<file path="src/include/emb_framer_pkg.sv">
package emb_framer_pkg;

  // Register map, word aligned byte addresses
  localparam logic [7:0] ADDR_CTRL = 8'h00;
  localparam logic [7:0] ADDR_EMB_SIZE = 8'h04;
  localparam logic [7:0] ADDR_STATUS = 8'h08;
  localparam logic [7:0] ADDR_CRC_LAST = 8'h0c;
  localparam logic [7:0] ADDR_SYNC_WORD = 8'h10;

  // Control field positions
  localparam int CTRL_ENABLE_BIT = 0;
  localparam int CTRL_MODE_64B66B_BIT = 1;
  localparam int CTRL_SCRAMBLE_8B10B_BIT = 2;
  localparam int CTRL_SYNC_REQ_OUT_BIT = 3;
  localparam logic [3:0] CTRL_RESET = 4'h2;

  // Status field positions
  localparam int STAT_BLOCK_IDX_LSB = 0;
  localparam int STAT_MB_IDX_LSB = 8;
  localparam int STAT_SYNC_IN_BIT = 16;
  localparam int STAT_SYSREF_SEEN_BIT = 17;
  localparam int STAT_SYNC_OUT_BIT = 18;

  // Multiblock geometry
  localparam int BLOCKS_PER_MB = 32;
  localparam int BLOCK_PAYLOAD_BITS = 64;
  localparam int BLOCK_BITS = 66;
  localparam int MB_BITS = BLOCKS_PER_MB * BLOCK_BITS;
  localparam int EMB_SIZE_MAX = 256;
  localparam logic [7:0] EMB_SIZE_RESET = 8'h01;

  // Sync header codes, bit 0 leaves first
  localparam logic [1:0] HDR_ONE = 2'h2;
  localparam logic [1:0] HDR_ZERO = 2'h1;
  localparam logic [1:0] HDR_NONE = 2'h0;

  // Sync word fixed content
  localparam logic [31:0] SYNC_FIXED_ONES = 32'h80a8_8888;
  localparam int SYNC_EXT_MULTIBLOCK_END_FLAG_BIT = 22;

  // Scrambler taps, polynomial 1 + x^39 + x^58
  localparam int SCR_LEN = 58;
  localparam int SCR_TAP_A = 38;
  localparam int SCR_TAP_B = 57;
  localparam logic [57:0] SCR_SEED = 58'h3ff_ffff_ffff_ffff;

  // Parity generator, x^12 + x^11 + x^3 + x^2 + x + 1
  localparam logic [11:0] CRC_POLY = 12'h80f;
  localparam logic [11:0] CRC_RESET = 12'h000;

  typedef struct packed {
    logic [1:0] header;
    logic [63:0] payload;
  } lane_block_type;

  typedef struct packed {
    logic [7:0] addr;
    logic [31:0] wdata;
    logic wr;
    logic rd;
  } reg_req_type;

endpackage : emb_framer_pkg

</file>
<file path="src/rtl/emb_framer.sv">
`timescale 1ns/1ps
// What this block does
// Octet format same for both codings
// 64b/66b always scrambled, 8b/10b optional
// 8b/10b mode uses sync request pins
// 64b/66b mode ignores sync request pins
// Eight octets packed, D0 first
// Scramble 64 bits, prepend clear header
// Header 01 is one, 10 zero
// 32 blocks form one sync word
// Only 66-bit blocks, 2112-bit multiblock
// E multiblocks per extended multiblock
// E chosen as K times F over 256
// SYSREF aligns extended multiblock counter
// Sync word bit 0 sent first
// Sync word gives sync, errors, latency
// Command channel bits always zero
// CRC bits placed in sync word nibbles
// Bit 22 marks last multiblock
// Fixed ones and 00001 pilot
// CRC over scrambled bits, sent next
// Link starts itself, no sync request
// Receiver rejects invalid headers; the far-end model only counts them in o_bad
module emb_framer #(
  parameter int BLOCK_IDX_W = 5,
  parameter int MB_IDX_W = 8
) (
  input wire logic i_sys_clk,
  input wire logic i_arst_n,
  input wire emb_framer_pkg::reg_req_type i_reg_req,
  output logic [31:0] o_reg_rdata,
  input wire logic [63:0] i_octets,
  input wire logic i_octets_valid,
  input wire logic i_sysref_input_p,
  input wire logic i_sync_request_in_pins_n,
  output emb_framer_pkg::lane_block_type o_block,
  output logic o_block_valid,
  output logic o_multiblock_start,
  output logic o_sync_request_out_pins_n
);
  import emb_framer_pkg::*;

  // Elaboration checks; one sync word bit per block, so the
  // block index must cover exactly one multiblock
  if (BLOCK_IDX_W != $clog2(BLOCKS_PER_MB)) begin : g_block_idx_w_check
    $error("BLOCK_IDX_W must index exactly one multiblock");
  end
  // Status shows eight bits of multiblock index; E up to 255 must fit
  if (MB_IDX_W < 8) begin : g_mb_idx_w_check
    $error("MB_IDX_W must hold the extended multiblock size");
  end
  // One transition bit per block has to fill the 32-bit sync word
  if (BLOCKS_PER_MB != 32) begin : g_sync_word_check
    $error("BLOCKS_PER_MB must match the sync word width");
  end

  // Scrambler, one 64-bit block at a time, bit 0 first
  // Result: next state in the top 58 bits, scrambled word below
  function automatic logic [121:0] scramble_block(
    input logic [57:0] st,
    input logic [63:0] d
  );
    logic [57:0] s;
    logic [63:0] q;
    s = st;
    q = '0;
    for (int i = 0; i < BLOCK_PAYLOAD_BITS; i++) begin
      q[i] = d[i] ^ s[SCR_TAP_A] ^ s[SCR_TAP_B];
      s = {s[56:0], q[i]};
    end
    return {s, q};
  endfunction : scramble_block

  // Parity over one scrambled block, same bit order as the lane
  // Shifted bit 0 first so the running value matches a serial checker
  function automatic logic [11:0] crc_block(
    input logic [11:0] c_in,
    input logic [63:0] d
  );
    logic [11:0] c;
    logic fb;
    c = c_in;
    fb = 1'b0;
    for (int i = 0; i < BLOCK_PAYLOAD_BITS; i++) begin
      fb = c[11] ^ d[i];
      c = {c[10:0], 1'b0} ^ ({12{fb}} & CRC_POLY);
    end
    return c;
  endfunction : crc_block

  // Control and configuration state
  // Written only over the register port
  logic [3:0] ctrl_q;
  logic [7:0] emb_size_q;
  logic [31:0] rdata_q;

  // SYSREF and sync request synchronisers
  logic sysref_meta_q;
  logic sysref_sync_q;
  logic sysref_prev_q;
  logic sysref_seen_q;
  logic sync_in_meta_q;
  logic sync_in_sync_q;

  // Framing counters
  // Block index wraps by itself at the end of a multiblock
  logic [BLOCK_IDX_W-1:0] block_idx_q;
  logic [MB_IDX_W-1:0] mb_idx_q;

  // Data path state
  // Scrambler, parity and the registered lane block
  logic [57:0] scr_state_q;
  logic [11:0] crc_acc_q;
  logic [11:0] crc_last_q;
  lane_block_type block_q;
  logic block_valid_q;
  logic mb_start_q;
  logic sync_out_n_q;

  // Combinational terms
  logic enable;
  logic mode_64b66b;
  logic scramble_on;
  logic sysref_rise;
  logic step;
  logic last_block;
  logic last_mb;
  logic [MB_IDX_W-1:0] emb_last_idx;
  logic [31:0] sync_word;
  logic [121:0] scr_result;
  logic [63:0] payload_scr;
  logic [11:0] crc_next;
  logic sync_bit;

  assign enable = ctrl_q[CTRL_ENABLE_BIT];
  assign mode_64b66b = ctrl_q[CTRL_MODE_64B66B_BIT];

  // scrambling forced in 64b/66b
  assign scramble_on = mode_64b66b | ctrl_q[CTRL_SCRAMBLE_8B10B_BIT];

  // runs as soon as enabled, no request needed
  // Nothing waits on the far end; the lane starts on its own
  assign step = enable & i_octets_valid;

  // 32 blocks per multiblock
  assign last_block = (block_idx_q == BLOCK_IDX_W'(BLOCKS_PER_MB - 1));

  // Final multiblock index; a size of zero behaves as one
  assign emb_last_idx = (emb_size_q == 8'h00) ? '0 : MB_IDX_W'(emb_size_q - 8'h01);
  // E multiblocks per extended multiblock
  assign last_mb = (mb_idx_q >= emb_last_idx);

  // Edge of the synchronised reference level
  assign sysref_rise = sysref_sync_q & ~sysref_prev_q;

  // D0 in the low octet, sent first
  assign scr_result = scramble_block(scr_state_q, i_octets);
  // whole block scrambled, header added after
  assign payload_scr = scramble_on ? scr_result[63:0] : i_octets;
  // parity over scrambled payload only
  assign crc_next = crc_block(crc_acc_q, payload_scr);

  // Sync word assembly for the running multiblock
  always_comb begin
    sync_word = SYNC_FIXED_ONES;
    // CRC of previous multiblock, three bits per nibble
    sync_word[0] = crc_last_q[11];
    sync_word[1] = crc_last_q[10];
    sync_word[2] = crc_last_q[9];
    sync_word[4] = crc_last_q[8];
    sync_word[5] = crc_last_q[7];
    sync_word[6] = crc_last_q[6];
    sync_word[8] = crc_last_q[5];
    sync_word[9] = crc_last_q[4];
    sync_word[10] = crc_last_q[3];
    sync_word[12] = crc_last_q[2];
    sync_word[13] = crc_last_q[1];
    sync_word[14] = crc_last_q[0];
    // end of extended multiblock flag
    sync_word[SYNC_EXT_MULTIBLOCK_END_FLAG_BIT] = last_mb;
    // command channel left at zero by the constant
    // Positions 16 to 18, 20 and 24 to 26 are never set
    // fixed ones and pilot come from the constant
    // Ones at 3, 7, 11, 15, 19, 21, 23 and 31; zeros 27 to 30
  end

  // bit 0 rides on block 0
  // Block index selects the transition bit of the sync word
  assign sync_bit = sync_word[block_idx_q];

  // Register writes
  // Unmapped writes fall through and leave every field as it was
  always_ff @(posedge i_sys_clk or negedge i_arst_n) begin
    if (!i_arst_n) begin
      ctrl_q <= CTRL_RESET;
      emb_size_q <= EMB_SIZE_RESET;
    end else if (i_reg_req.wr) begin
      case (i_reg_req.addr)
        ADDR_CTRL: begin
          ctrl_q <= i_reg_req.wdata[3:0];
        end
        // software loads E computed from K and F
        ADDR_EMB_SIZE: begin
          emb_size_q <= i_reg_req.wdata[7:0];
        end
        default: begin
          ctrl_q <= ctrl_q;
        end
      endcase
    end
  end

  // Register reads, data one cycle after the strobe, unmapped reads zero
  // Zero outside the answer cycle keeps the read bus quiet
  always_ff @(posedge i_sys_clk or negedge i_arst_n) begin
    if (!i_arst_n) begin
      rdata_q <= 32'h0000_0000;
    end else if (i_reg_req.rd) begin
      rdata_q <= 32'h0000_0000;
      case (i_reg_req.addr)
        ADDR_CTRL: begin
          rdata_q[3:0] <= ctrl_q;
        end
        ADDR_EMB_SIZE: begin
          rdata_q[7:0] <= emb_size_q;
        end
        // Live counters and pin levels for bring-up
        ADDR_STATUS: begin
          rdata_q[STAT_BLOCK_IDX_LSB +: BLOCK_IDX_W] <= block_idx_q;
          rdata_q[STAT_MB_IDX_LSB +: 8] <= mb_idx_q[7:0];
          rdata_q[STAT_SYNC_IN_BIT] <= sync_in_sync_q;
          rdata_q[STAT_SYSREF_SEEN_BIT] <= sysref_seen_q;
          rdata_q[STAT_SYNC_OUT_BIT] <= sync_out_n_q;
        end
        ADDR_CRC_LAST: begin
          rdata_q[11:0] <= crc_last_q;
        end
        // current sync word visible for debug
        ADDR_SYNC_WORD: begin
          rdata_q <= sync_word;
        end
        default: begin
          rdata_q <= 32'h0000_0000;
        end
      endcase
    end else begin
      rdata_q <= 32'h0000_0000;
    end
  end

  // Pin synchronisers, first stage feeds only the second
  // Request input idles high, so no false request after reset
  always_ff @(posedge i_sys_clk or negedge i_arst_n) begin
    if (!i_arst_n) begin
      sysref_meta_q <= 1'b0;
      sysref_sync_q <= 1'b0;
      sysref_prev_q <= 1'b0;
      sync_in_meta_q <= 1'b1;
      sync_in_sync_q <= 1'b1;
    end else begin
      sysref_meta_q <= i_sysref_input_p;
      sysref_sync_q <= sysref_meta_q;
      sysref_prev_q <= sysref_sync_q;
      sync_in_meta_q <= i_sync_request_in_pins_n;
      sync_in_sync_q <= sync_in_meta_q;
    end
  end

  // Sticky SYSREF seen flag; cleared by any control write
  // A rising edge in the clearing cycle wins over the clear
  always_ff @(posedge i_sys_clk or negedge i_arst_n) begin
    if (!i_arst_n) begin
      sysref_seen_q <= 1'b0;
    end else if (sysref_rise) begin
      sysref_seen_q <= 1'b1;
    end else if (i_reg_req.wr && i_reg_req.addr == ADDR_CTRL) begin
      sysref_seen_q <= 1'b0;
    end
  end

  // Extended multiblock counter
  // Held at zero while disabled, so enabling starts at block 0
  always_ff @(posedge i_sys_clk or negedge i_arst_n) begin
    if (!i_arst_n) begin
      block_idx_q <= '0;
      mb_idx_q <= '0;
    end else if (sysref_rise || !enable) begin
      // SYSREF edge restarts the counter at once, even mid multiblock
      block_idx_q <= '0;
      mb_idx_q <= '0;
    end else if (step) begin
      block_idx_q <= block_idx_q + 1'b1;
      if (last_block) begin
        mb_idx_q <= last_mb ? '0 : mb_idx_q + 1'b1;
      end
    end
  end

  // Scrambler runs free across blocks; self-synchronising at the far end
  // Not restarted on alignment: the far end needs no shared seed
  always_ff @(posedge i_sys_clk or negedge i_arst_n) begin
    if (!i_arst_n) begin
      scr_state_q <= SCR_SEED;
    end else if (step && scramble_on) begin
      scr_state_q <= scr_result[121:64];
    end
  end

  // Parity accumulates per multiblock and is handed to the next one
  // Alignment drops a partial sum; the last full result is kept
  always_ff @(posedge i_sys_clk or negedge i_arst_n) begin
    if (!i_arst_n) begin
      crc_acc_q <= CRC_RESET;
      crc_last_q <= CRC_RESET;
    end else if (sysref_rise || !enable) begin
      crc_acc_q <= CRC_RESET;
    end else if (step) begin
      // result goes out in the following multiblock
      if (last_block) begin
        crc_last_q <= crc_next;
        crc_acc_q <= CRC_RESET;
      end else begin
        crc_acc_q <= crc_next;
      end
    end
  end

  // Lane block output, one 66-bit block per accepted word
  // Block holds between accepted words; valid marks each new one
  always_ff @(posedge i_sys_clk or negedge i_arst_n) begin
    if (!i_arst_n) begin
      block_q <= '0;
      block_valid_q <= 1'b0;
      mb_start_q <= 1'b0;
    end else begin
      block_valid_q <= step;
      mb_start_q <= step && (block_idx_q == '0);
      if (step) begin
        // octet layout unchanged by coding choice
        block_q.payload <= payload_scr;
        if (mode_64b66b) begin
          // one transition per header, never 00 or 11
          // fixed 66-bit block, no 80-bit variant
          block_q.header <= sync_bit ? HDR_ONE : HDR_ZERO;
        end else begin
          // 8b/10b carries no header; encoder lives downstream
          block_q.header <= HDR_NONE;
        end
      end
    end
  end

  // Sync request output pin
  // Active low, so reset leaves it deasserted
  always_ff @(posedge i_sys_clk or negedge i_arst_n) begin
    if (!i_arst_n) begin
      sync_out_n_q <= 1'b1;
    end else if (mode_64b66b) begin
      // pin idles deasserted, input ignored
      sync_out_n_q <= 1'b1;
    end else begin
      // software drives the request in 8b/10b mode
      sync_out_n_q <= ~ctrl_q[CTRL_SYNC_REQ_OUT_BIT];
    end
  end

  // Outputs straight from registers
  assign o_reg_rdata = rdata_q;
  assign o_block = block_q;
  assign o_block_valid = block_valid_q;
  assign o_multiblock_start = mb_start_q;
  assign o_sync_request_out_pins_n = sync_out_n_q;

endmodule : emb_framer

</file>
<file path="config.mk">
export PLATFORM = sky130hd
export DESIGN_NAME = emb_framer
export DESIGN_NICKNAME = d
export VERILOG_FILES = /design/src/include/emb_framer_pkg.sv /design/src/rtl/emb_framer.sv
export SDC_FILE = /design/constraint.sdc
export NUM_CORES = 1
export LEC_CHECK = 0
export ABC_AREA = 1
export BUFFER_PORTS_ARGS = -buffer_cell sky130_fd_sc_hd__buf_2
export CAP_MARGIN = 20
export CORE_MARGIN = 4
export CORE_UTILIZATION = 35
export DETAILED_ROUTE_END_ITERATION = 12
export GPL_TIMING_DRIVEN = 0
export RECOVER_POWER = 50
export SLEW_MARGIN = 20
export SYNTH_ARGS = -nofsm -noshare
export SYNTH_HDL_FRONTEND = slang
export SYNTH_SLANG_ARGS = --single-unit
</file>
<file path="constraint.sdc">
create_clock -name i_sys_clk -period 7.5 [get_ports i_sys_clk]
set_input_delay 1.125 -clock i_sys_clk [delete_from_list [all_inputs] [get_ports i_sys_clk]]
set_output_delay 1.125 -clock i_sys_clk [all_outputs]
set_load 0.01 [all_outputs]
</file>
==> out/qor.csv, run 1 <==
metric,value,unit
status,"complete, but fails checks",
violations,"max-capacitance violations, max-slew violations, negative setup slack",
grt_usage,0.211,
rsz0062_at_grt,yes,
grt_pass1_vias,11017,
cts_tree,yes,
cts_sinks,203,
die_area,39400,sq um
postCtsHoldBufs,0,
die_y,198,um
synth_compound_area_frac,0.116,
synth_area_leaders,"dfrtp_1 (28%), dfstp_2 (13%), nand2_1 (13%)",
ys_seq_elements,203,
post-route-util,0.450,
synth_top_flop_cell,dfrtp_1,
syn_to_final_growth,26.5,%
dp.cells,2261,
synth_edf_count,0,
cts_buffer_depth,3,
synth-xor-area-share,0.171,
overflow,0,
cts_made_buffers,25,
stdcell_count,2339,
yosysMostFrequentCell,nand2_1,
slew_violations,144,
ys_warn_count,0,
totalWireLength,43600,um
finalInstanceArea,16100,sq um
critPathMaxFanout,4,
grt_max_degree,77,
fill_cells,3573,
synth_common_cells,"nand2_1 (432), o21ai_0 (202), inv_1 (166)",
fin_skew,0.0132,ns
cts_root_buf,clkbuf_16,
hold_path_class,register to register,
numPortBuffers,179,
synthArstFlopShare,1.00,
drive_gt1_frac,0.277,
initial_core_util,0.356,
finalSetupViolCount,8,
worst_path_largest_cell_delay,0.32,ns
fmax,118,MHz
clk_pin_slew,0.06,ns
synth_simple_gate_area_frac,0.215,
worstMarginPinSlew,3.67,ns
drt_pass1_iterations,6,
ys_seq_area_frac,0.406,
syn_inst,1612,
clock_latency,0.53,ns
die_w,198,um
synth.cell_area,12700,sq um
yosysTopAreaCellShare,0.276,
endpoint_kind,register,
cp_top_family,simple AND/OR/NAND/NOR gates,
critPathKind,primary input to register,
post_drt_wl_per_cell,18.6,um
worst_setup_path_start_kind,primary input,
synth_top_family_by_area,simple AND/OR/NAND/NOR gates,
via_count,11761,
syn_avg_cell_area,7.87,sq um
yosysTopAreaCell,dfrtp_1,
placementRows,69,
synth_mux_area_frac,0.00177,
synthAdderAreaFrac,0.0138,
nets,1985,
crit_path_frequent_cell,nand2_2,
hold_viol,0,
cp_num_buf_inv,2,
post_dp_cell_area,14300,sq um
n_antenna_cell,0,
grt_antenna_before_repair,0,
antenna_left,0,
timing.final.ws_setup,-0.958,ns
max-slew-margin-rel,-1.45,
pin_count,212,
dr.first_iter.drc_count,833,
maxCapViolations,2,
grt_pass1_wl,64100,um
arrival,8.87,ns
yosysUniqueCellTypes,45,
drc,0,
h-tree-depth,1,
fin_crit_sh,1.13,
finalCriticalPeriod,8.46,ns
cp.required,7.92,ns
vias_per_cell,5.03,
gp_congestion,0.926,
core_area,35700,sq um
hpwl,33600,um
cp_slowest_cell,xor2_2,
[worst paths after layout]
check                           slack (ns)  cells past startpoint                     from                        end
worst max-delay path                 -0.96                     90              i_octets[4]  crc_last_q[2]$_DFFE_PN0P_
worst min-delay path                  0.35                      0  sysref_meta_q$_DFF_PN0_    sysref_sync_q$_DFF_PN0_
worst max register to register       -0.89                    104    ctrl_q[1]$_DFFE_PN1P_  crc_last_q[2]$_DFFE_PN0P_
worst min register to register        0.35                      0  sysref_meta_q$_DFF_PN0_    sysref_sync_q$_DFF_PN0_
max in group asynchronous             1.46                      3                 i_arst_n    o_block[46]$_DFFE_PN0P_
min in group asynchronous             1.85                      1                 i_arst_n    o_block_valid$_DFF_PN0_
[worst reg2reg max path, delay by kind of cell (launching register included)]
family	cells	cell delay (ns)
AND/OR/NAND/NOR	100	7.44
flip-flops	1	0.55
buffers and inverters	4	0.35
[metal layers]
metal	track usage	routed length [um]	vias up
met1	0.295	18900	5608
li1	-	-	5621
met4	0.0795	2060	0
met5	0	0	-
met2	0.335	19700	432
met3	0.0291	2990	100
[final cells by class]
class / count / area (sq um) / area share
Clock buffer: 36 / 728 / 0.0454
Timing Repair Buffer: 214 / 1170 / 0.0728
Inverter: 174 / 658 / 0.0410
Clock inverter: 9 / 100 / 0.00623
Tap cell: 461 / 577 / 0.0359
Multi-Input combinational cell: 1186 / 7370 / 0.459
Buffer: 56 / 297 / 0.0185
Sequential cell: 203 / 5160 / 0.321
[metrics by stage]
stage               hold slack (ns)  setup TNS (ns)  worst slack [ns]
floorplan                     0.331          -0.131           -0.0363
CTS                           0.352           -3.97            -0.537
global placement              0.338           -8.38             -1.13
global route                  0.356          -14.00             -1.77
detailed placement            0.339          -10.18             -1.37
finish                        0.349           -7.48            -0.958
[cells in the final DEF, fill, tap and decap left out, types with 2 or more instances in the layout]
cell and instances:
clkbuf_1 75, clkinvlp_4 2, dfrtp_1 140, a22oi_1 2, xnor2_1 83, buf_2 143
or2_2 4, a31oi_1 11, inv_2 11, nand4_1 2, nand2_4 17, conb_1 8
nand2_1 341, nand2_2 102, nand3_1 51, mux2_2 2, buf_8 2, buf_6 4
xnor2_2 3, nand3_2 51, clkinv_2 5, o21ai_1 8, dfstp_2 63, clkbuf_16 26
o21ai_0 202, xor2_2 11, nor3_1 9, buf_4 47, bufinv_16 2, nand3_4 8
a21oi_1 20, clkbuf_8 4, nor2_1 50, o22ai_1 25, ha_1 14, inv_1 162
xor2_1 143, xor2_4 3, buf_12 2
[registers in the layout (all words and copies together) (netlist names)]
register,flops
sysref_meta_q,1
o_sync_request_out_pins_n,1
emb_size_q,8
o_block_valid,1
sysref_seen_q,1
o_block,66
mb_idx_q,8
scr_state_q,58
crc_acc_q,12
sysref_sync_q,1
sysref_prev_q,1
o_reg_rdata,21
ctrl_q,4
sync_in_meta_q,1
sync_in_sync_q,1
crc_last_q,12
o_multiblock_start,1
block_idx_q,5
[kinds of logic (layout without fill, tap and decap cells)]
family,after synthesis,after routing
other,1,8
DFF,203,203
buffers and inverters,230,489
muxes,2,2
and+or+nand+nor,639,639
adders and majority gates,14,14
xor gates and xnor gates,244,244
AOI/OAI and AO/OA,279,279
[timing repair]
item,CTS,global route
cloned,0,0
resized for setup,25,170
pin swaps,15,79
endpoints found under the setup margin,8,8
buffers inserted,9,24
Power of run 1 is left out: the tool's default activity adds up to more than one toggle a clock period on the data nets, which glitch-free logic cannot reach.
==> inputs of run 2 (changes only) <==
--- a/config.mk
+++ b/config.mk
@@ -9,7 +9,7 @@
 export BUFFER_PORTS_ARGS = -buffer_cell sky130_fd_sc_hd__buf_2
 export CAP_MARGIN = 20
 export CORE_MARGIN = 4
-export CORE_UTILIZATION = 35
+export CORE_UTILIZATION = 25
 export DETAILED_ROUTE_END_ITERATION = 12
 export GPL_TIMING_DRIVEN = 0
 export RECOVER_POWER = 50
==> out/qor.csv, run 2 (synthesis results as in run 1) <==
metric,value,unit,change
status,"complete, but fails checks",,unchanged
violations,"max-capacitance violations, max-slew violations, negative setup slack",,unchanged
die_y,233,um,was 198 um
worst_path_largest_cell_delay,0.49,ns,was 0.32 ns
core_area,50200,sq um,was 35700 sq um
syn_to_final_growth,29.8,%,was 26.5%
worst_setup_path_start_kind,primary input,,unchanged
finalCriticalPeriod,8.39,ns,was 8.46 ns
cp.required,7.92,ns,about the same
clock_latency,0.55,ns,was 0.53 ns
fin_crit_sh,1.12,,was 1.13
fin_skew,0.0262,ns,was 0.0132 ns
slew_violations,118,,was 144
n_antenna_cell,0,,unchanged
maxCapViolations,2,,unchanged
drc,0,,unchanged
regArea,5160,sq um,unchanged
fmax,119,MHz,was 118 MHz
use_met3,0.0251,,was 0.0291
rsz0062_at_grt,yes,,unchanged
crit_path_frequent_cell,nand2_2,,unchanged
fill_cells,5268,,was 3573
busiest_layer,met2,,unchanged
nets,2012,,was 1985
post_drt_wl_per_cell,18.0,um,was 18.6 um
grt_pass1_vias,11523,,was 11017
gp_congestion,0.939,,was 0.926
cts_buffer_depth,3,,unchanged
cts_sinks,203,,unchanged
cts_tree,yes,,unchanged
hold_viol,0,,unchanged
timing.final.ws_setup,-0.891,ns,was -0.958 ns
finalSetupViolCount,8,,unchanged
cts_root_buf,clkbuf_16,,unchanged
initial_core_util,0.253,,was 0.356
drt_pass1_iterations,5,,was 6
numPortBuffers,179,,unchanged
via_count,11981,,was 11761
final_common_cell,nand2_1,,unchanged
use_met1,0.226,,was 0.295
drive_gt1_frac,0.280,,was 0.277
cp_slowest_cell,xnor2_1,,was xor2_2
final_cell_mix,"nand2_1 (349), o21ai_0 (202), inv_1 (162)",,"was nand2_1 (341), o21ai_0 (202), inv_1 (162)"
vias_per_cell,4.65,,was 5.03
grt_antenna_before_repair,0,,unchanged
arrival,8.81,ns,was 8.87 ns
antenna_left,0,,unchanged
dr.first_iter.drc_count,731,,was 833
placementRows,82,,was 69
clk_pin_slew,0.06,ns,about the same
overflow,0,,unchanged
critPathMaxFanout,4,,unchanged
postCtsHoldBufs,0,,unchanged
hold_path_class,register to register,,unchanged
critPathKind,primary input to register,,unchanged
cts_made_buffers,23,,was 25
grtUsageMet2,0.269,,was 0.335
hpwl,35900,um,was 33600 um
die_area,54400,sq um,was 39400 sq um
dpl_worst_slack,-1.31,ns,was -1.37 ns
grt_pass1_wl,68900,um,was 64100 um
post-route-util,0.328,,was 0.450
pin_count,212,,unchanged
totalWireLength,46400,um,was 43600 um
max-slew-margin-rel,-1.66,,was -1.45
die_w,233,um,was 198 um
grt_max_degree,90,,was 77
multi_input_area,7330,sq um,was 7370 sq um
endpoint_kind,register,,unchanged
h-tree-depth,1,,unchanged
reg2reg_slack,-0.82,ns,was -0.89 ns
grt_usage,0.165,,was 0.211
largest_register_ffs,66,,unchanged
worstMarginPinSlew,3.98,ns,was 3.67 ns
[run 2: area by class of cell]
class	count	share of cell area
timing repair buffer	243	0.0843
inverter	174	0.0399
sequential	203	0.313
clock inverter	4	0.00471
buffer	56	0.0180
clock buffer	38	0.0439
tap	672	0.0510
multi-input combinational	1186	0.445
[run 2: path summary, 6_finish.rpt]
check / start / end / cells past startpoint
worst min register to register: sysref_meta_q$_DFF_PN0_ / sysref_sync_q$_DFF_PN0_ / 0
worst min-delay path: sysref_meta_q$_DFF_PN0_ / sysref_sync_q$_DFF_PN0_ / 0
worst max-delay path: i_octets[4] / crc_acc_q[11]$_DFFE_PN0P_ / 93
worst max register to register: ctrl_q[1]$_DFFE_PN1P_ / crc_acc_q[11]$_DFFE_PN0P_ / 83
max in group asynchronous: i_arst_n / o_block[30]$_DFFE_PN0P_ / 3
min in group asynchronous: i_arst_n / o_block_valid$_DFF_PN0_ / 1
[run 2: metal layers]
metal | up-vias | share of wire
li1 | 5661 | -
met4 | 0 | 0.034
met3 | 82 | 0.070
met1 | 5790 | 0.44
met5 | - | 0
met2 | 448 | 0.46
[run 2: critical path: cells and delay by family]
family	cells	cell delay, ns
and+or+nand+nor	86	6.37
xor gates and xnor gates	2	0.64
buffers and inverters	5	0.60
[run 2: what timing repair did]
action	4_1_cts	5_1_grt
pin swaps	48	51
setup endpoints to repair	8	8
gates resized for setup	99	92
buffers inserted	56	6
[run 2: metrics by stage]
stage	hold WS, ns	cells	instance area [sq um]	setup TNS (ns)
floorplan	0.331	1619	12700	-0.131
global route	0.350	2576	16500	-45.02
global placement	0.336	2470	14500	-8.37
detailed placement	0.336	2472	14500	-10.14
finish	0.346	2576	16500	-6.83
CTS	0.350	2570	16200	-3.65
Power of run 2 is left out for the same reason.
==> inputs of run 3 (changes only) <==
--- a/config.mk
+++ b/config.mk
@@ -10,9 +10,11 @@
 export CAP_MARGIN = 20
 export CORE_MARGIN = 4
 export CORE_UTILIZATION = 25
+export CTS_BUF_LIST = sky130_fd_sc_hd__clkbuf_4 sky130_fd_sc_hd__clkbuf_8
 export DETAILED_ROUTE_END_ITERATION = 12
 export GPL_TIMING_DRIVEN = 0
 export RECOVER_POWER = 50
+export SKIP_CTS_REPAIR_TIMING = 1
 export SLEW_MARGIN = 20
 export SYNTH_ARGS = -nofsm -noshare
 export SYNTH_HDL_FRONTEND = slang
==> out/qor.csv, run 3 (synthesis results as in run 1) <==
metric,value,unit,change
drt_pass1_iterations,5,,unchanged
timing.final.ws_setup,-1.02,ns,was -0.891 ns
cp.depth,106,,was 93
die_w,233,um,unchanged
max-slew-margin-rel,-1.62,,was -1.66
h-tree-depth,2,,was 1
grt_pass1_wl,66400,um,was 68900 um
dr.first_iter.drc_count,689,,was 731
drive_gt1_frac,0.268,,was 0.280
nets,1986,,was 2012
fin_skew,0.0443,ns,was 0.0262 ns
die_y,233,um,unchanged
totalWireLength,45500,um,was 46400 um
cp.required,7.93,ns,was 7.92 ns
r2r.worst_path.cells,106,,was 83
vias_per_cell,4.61,,was 4.65
core_area,50200,sq um,unchanged
arrival,8.96,ns,was 8.81 ns
regArea,5160,sq um,unchanged
n_antenna_cell,0,,unchanged
antenna_left,0,,unchanged
syn_to_final_growth,26.5,%,was 29.8%
cp_slowest_cell,or2_4,,was xnor2_1
hold_path_class,register to register,,unchanged
grt_pass1_vias,11097,,was 11523
cp_top_family,simple AND/OR/NAND/NOR gates,,unchanged
critPathKind,primary input to register,,unchanged
post_drt_wl_per_cell,17.8,um,was 18.0 um
numPortBuffers,179,,unchanged
pin_count,212,,unchanged
grt_antenna_before_repair,0,,unchanged
hpwl,35900,um,unchanged
finalCriticalPeriod,8.52,ns,was 8.39 ns
final_cell_mix,"nand2_1 (360), o21ai_0 (202), inv_1 (165)",,"was nand2_1 (349), o21ai_0 (202), inv_1 (162)"
hold_path_depth,0,,unchanged
slew_violations,118,,unchanged
cp_num_buf_inv,4,,was 5
violations,"max-capacitance violations, max-slew violations, negative setup slack",,unchanged
critPathMaxFanout,5,,was 4
multi_input_area,7180,sq um,was 7330 sq um
rsz0062_at_grt,yes,,unchanged
grt_max_degree,90,,unchanged
worst_setup_path_start_kind,primary input,,unchanged
final_common_cell,nand2_1,,unchanged
overflow,0,,unchanged
clk_pin_slew,0.06,ns,about the same
initial_core_util,0.253,,unchanged
cts_buffer_depth,3,,unchanged
cts_root_buf,clkbuf_8,,was clkbuf_16
reg2reg_slack,-0.99,ns,was -0.82 ns
endpoint,crc_last_q[11]$_DFFE_PN0P_,,was crc_acc_q[11]$_DFFE_PN0P_
maxCapViolations,2,,unchanged
drc,0,,unchanged
finalInstanceArea,16000,sq um,was 16500 sq um
status,"complete, but fails checks",,unchanged
largest_register_ffs,66,,unchanged
fill_cells,5337,,was 5268
cts_tree,yes,,unchanged
cts_made_buffers,37,,was 23
r2r_end,crc_last_q[11]$_DFFE_PN0P_,,was crc_acc_q[11]$_DFFE_PN0P_
grt_usage,0.160,,was 0.165
die_area,54400,sq um,unchanged
cts_sinks,203,,unchanged
clock_latency,0.57,ns,was 0.55 ns
fmax,117,MHz,was 119 MHz
hold_viol,0,,unchanged
via_count,11805,,was 11981
gp_congestion,0.939,,unchanged
crit_path_frequent_cell,nand2_2,,unchanged
post_dp_cell_area,14500,sq um,unchanged
fin_crit_sh,1.14,,was 1.12
endpoint_kind,register,,unchanged
startpoint,i_octets[4],,unchanged
worst_path_largest_cell_delay,0.25,ns,was 0.49 ns
r2r-start,ctrl_q[1]$_DFFE_PN1P_,,unchanged
finalSetupViolCount,8,,unchanged
worstMarginPinSlew,3.94,ns,was 3.98 ns
placementRows,82,,unchanged
run 3: cell types whose count changed in the layout (fill, tap and decap cells not counted), sizes merged:
cell,before,now
buf,228,192
clkbuf,108,122
clkinv,1,6
clkinvlp,0,2
bufinv,2,3
inv,175,174
run 3: final cells by class:
| type | instances | share of cell area |
|---|---|---|
| Multi-Input combinational cell | 1186 | 0.448 |
| Timing Repair Buffer | 203 | 0.0667 |
| Sequential cell | 203 | 0.321 |
| Tap cell | 672 | 0.0524 |
| Clock buffer | 56 | 0.0433 |
| Inverter | 174 | 0.0410 |
| Clock inverter | 11 | 0.00889 |
| Buffer | 56 | 0.0185 |
run 3: worst reg2reg max path, delay by kind of cell, from the launching register on:
kind,cells,cell delay [ns]
AND/OR/NAND/NOR,102,7.52
buffers and inverters,4,0.35
flip-flops,1,0.55
run 3: stage by stage:
step	worst slack (ns)	utilization	instances	hold slack [ns]	TNS [ns]
3_3_place_gp	-1.08	0.288	2470	0.336	-8.37
6_report	-1.02	0.320	2561	0.346	-7.93
4_1_cts	-0.780	0.306	2539	0.349	-5.85
2_1_floorplan	-0.0363	-	1619	0.331	-0.131
5_1_grt	-1.79	0.320	2561	0.351	-46.00
3_5_place_dp	-1.31	0.290	2472	0.336	-10.14
run 3: how the worst min path moves through the flow:
stage,start,end,slack [ns]
6_report,sysref_meta_q$_DFF_PN0_,sysref_sync_q$_DFF_PN0_,0.35
2_1_floorplan,sysref_meta_q$_DFF_PN0_,sysref_sync_q$_DFF_PN0_,0.33
5_1_grt,sysref_meta_q$_DFF_PN0_,sysref_sync_q$_DFF_PN0_,0.35
3_5_place_dp,sysref_meta_q$_DFF_PN0_,sysref_sync_q$_DFF_PN0_,0.34
3_3_place_gp,sysref_meta_q$_DFF_PN0_,sysref_sync_q$_DFF_PN0_,0.34
4_1_cts,sysref_meta_q$_DFF_PN0_,sysref_sync_q$_DFF_PN0_,0.35
run 3: metal layers:
layer  wire (um)  GRT usage  vias to the layer above
met5           0          0                        -
met4        1450     0.0497                        0
met3        3490     0.0298                       70
met2       20500      0.253                      410
met1       20100      0.221                     5699
li1            -          -                     5626
Power of run 3 is left out for the same reason.
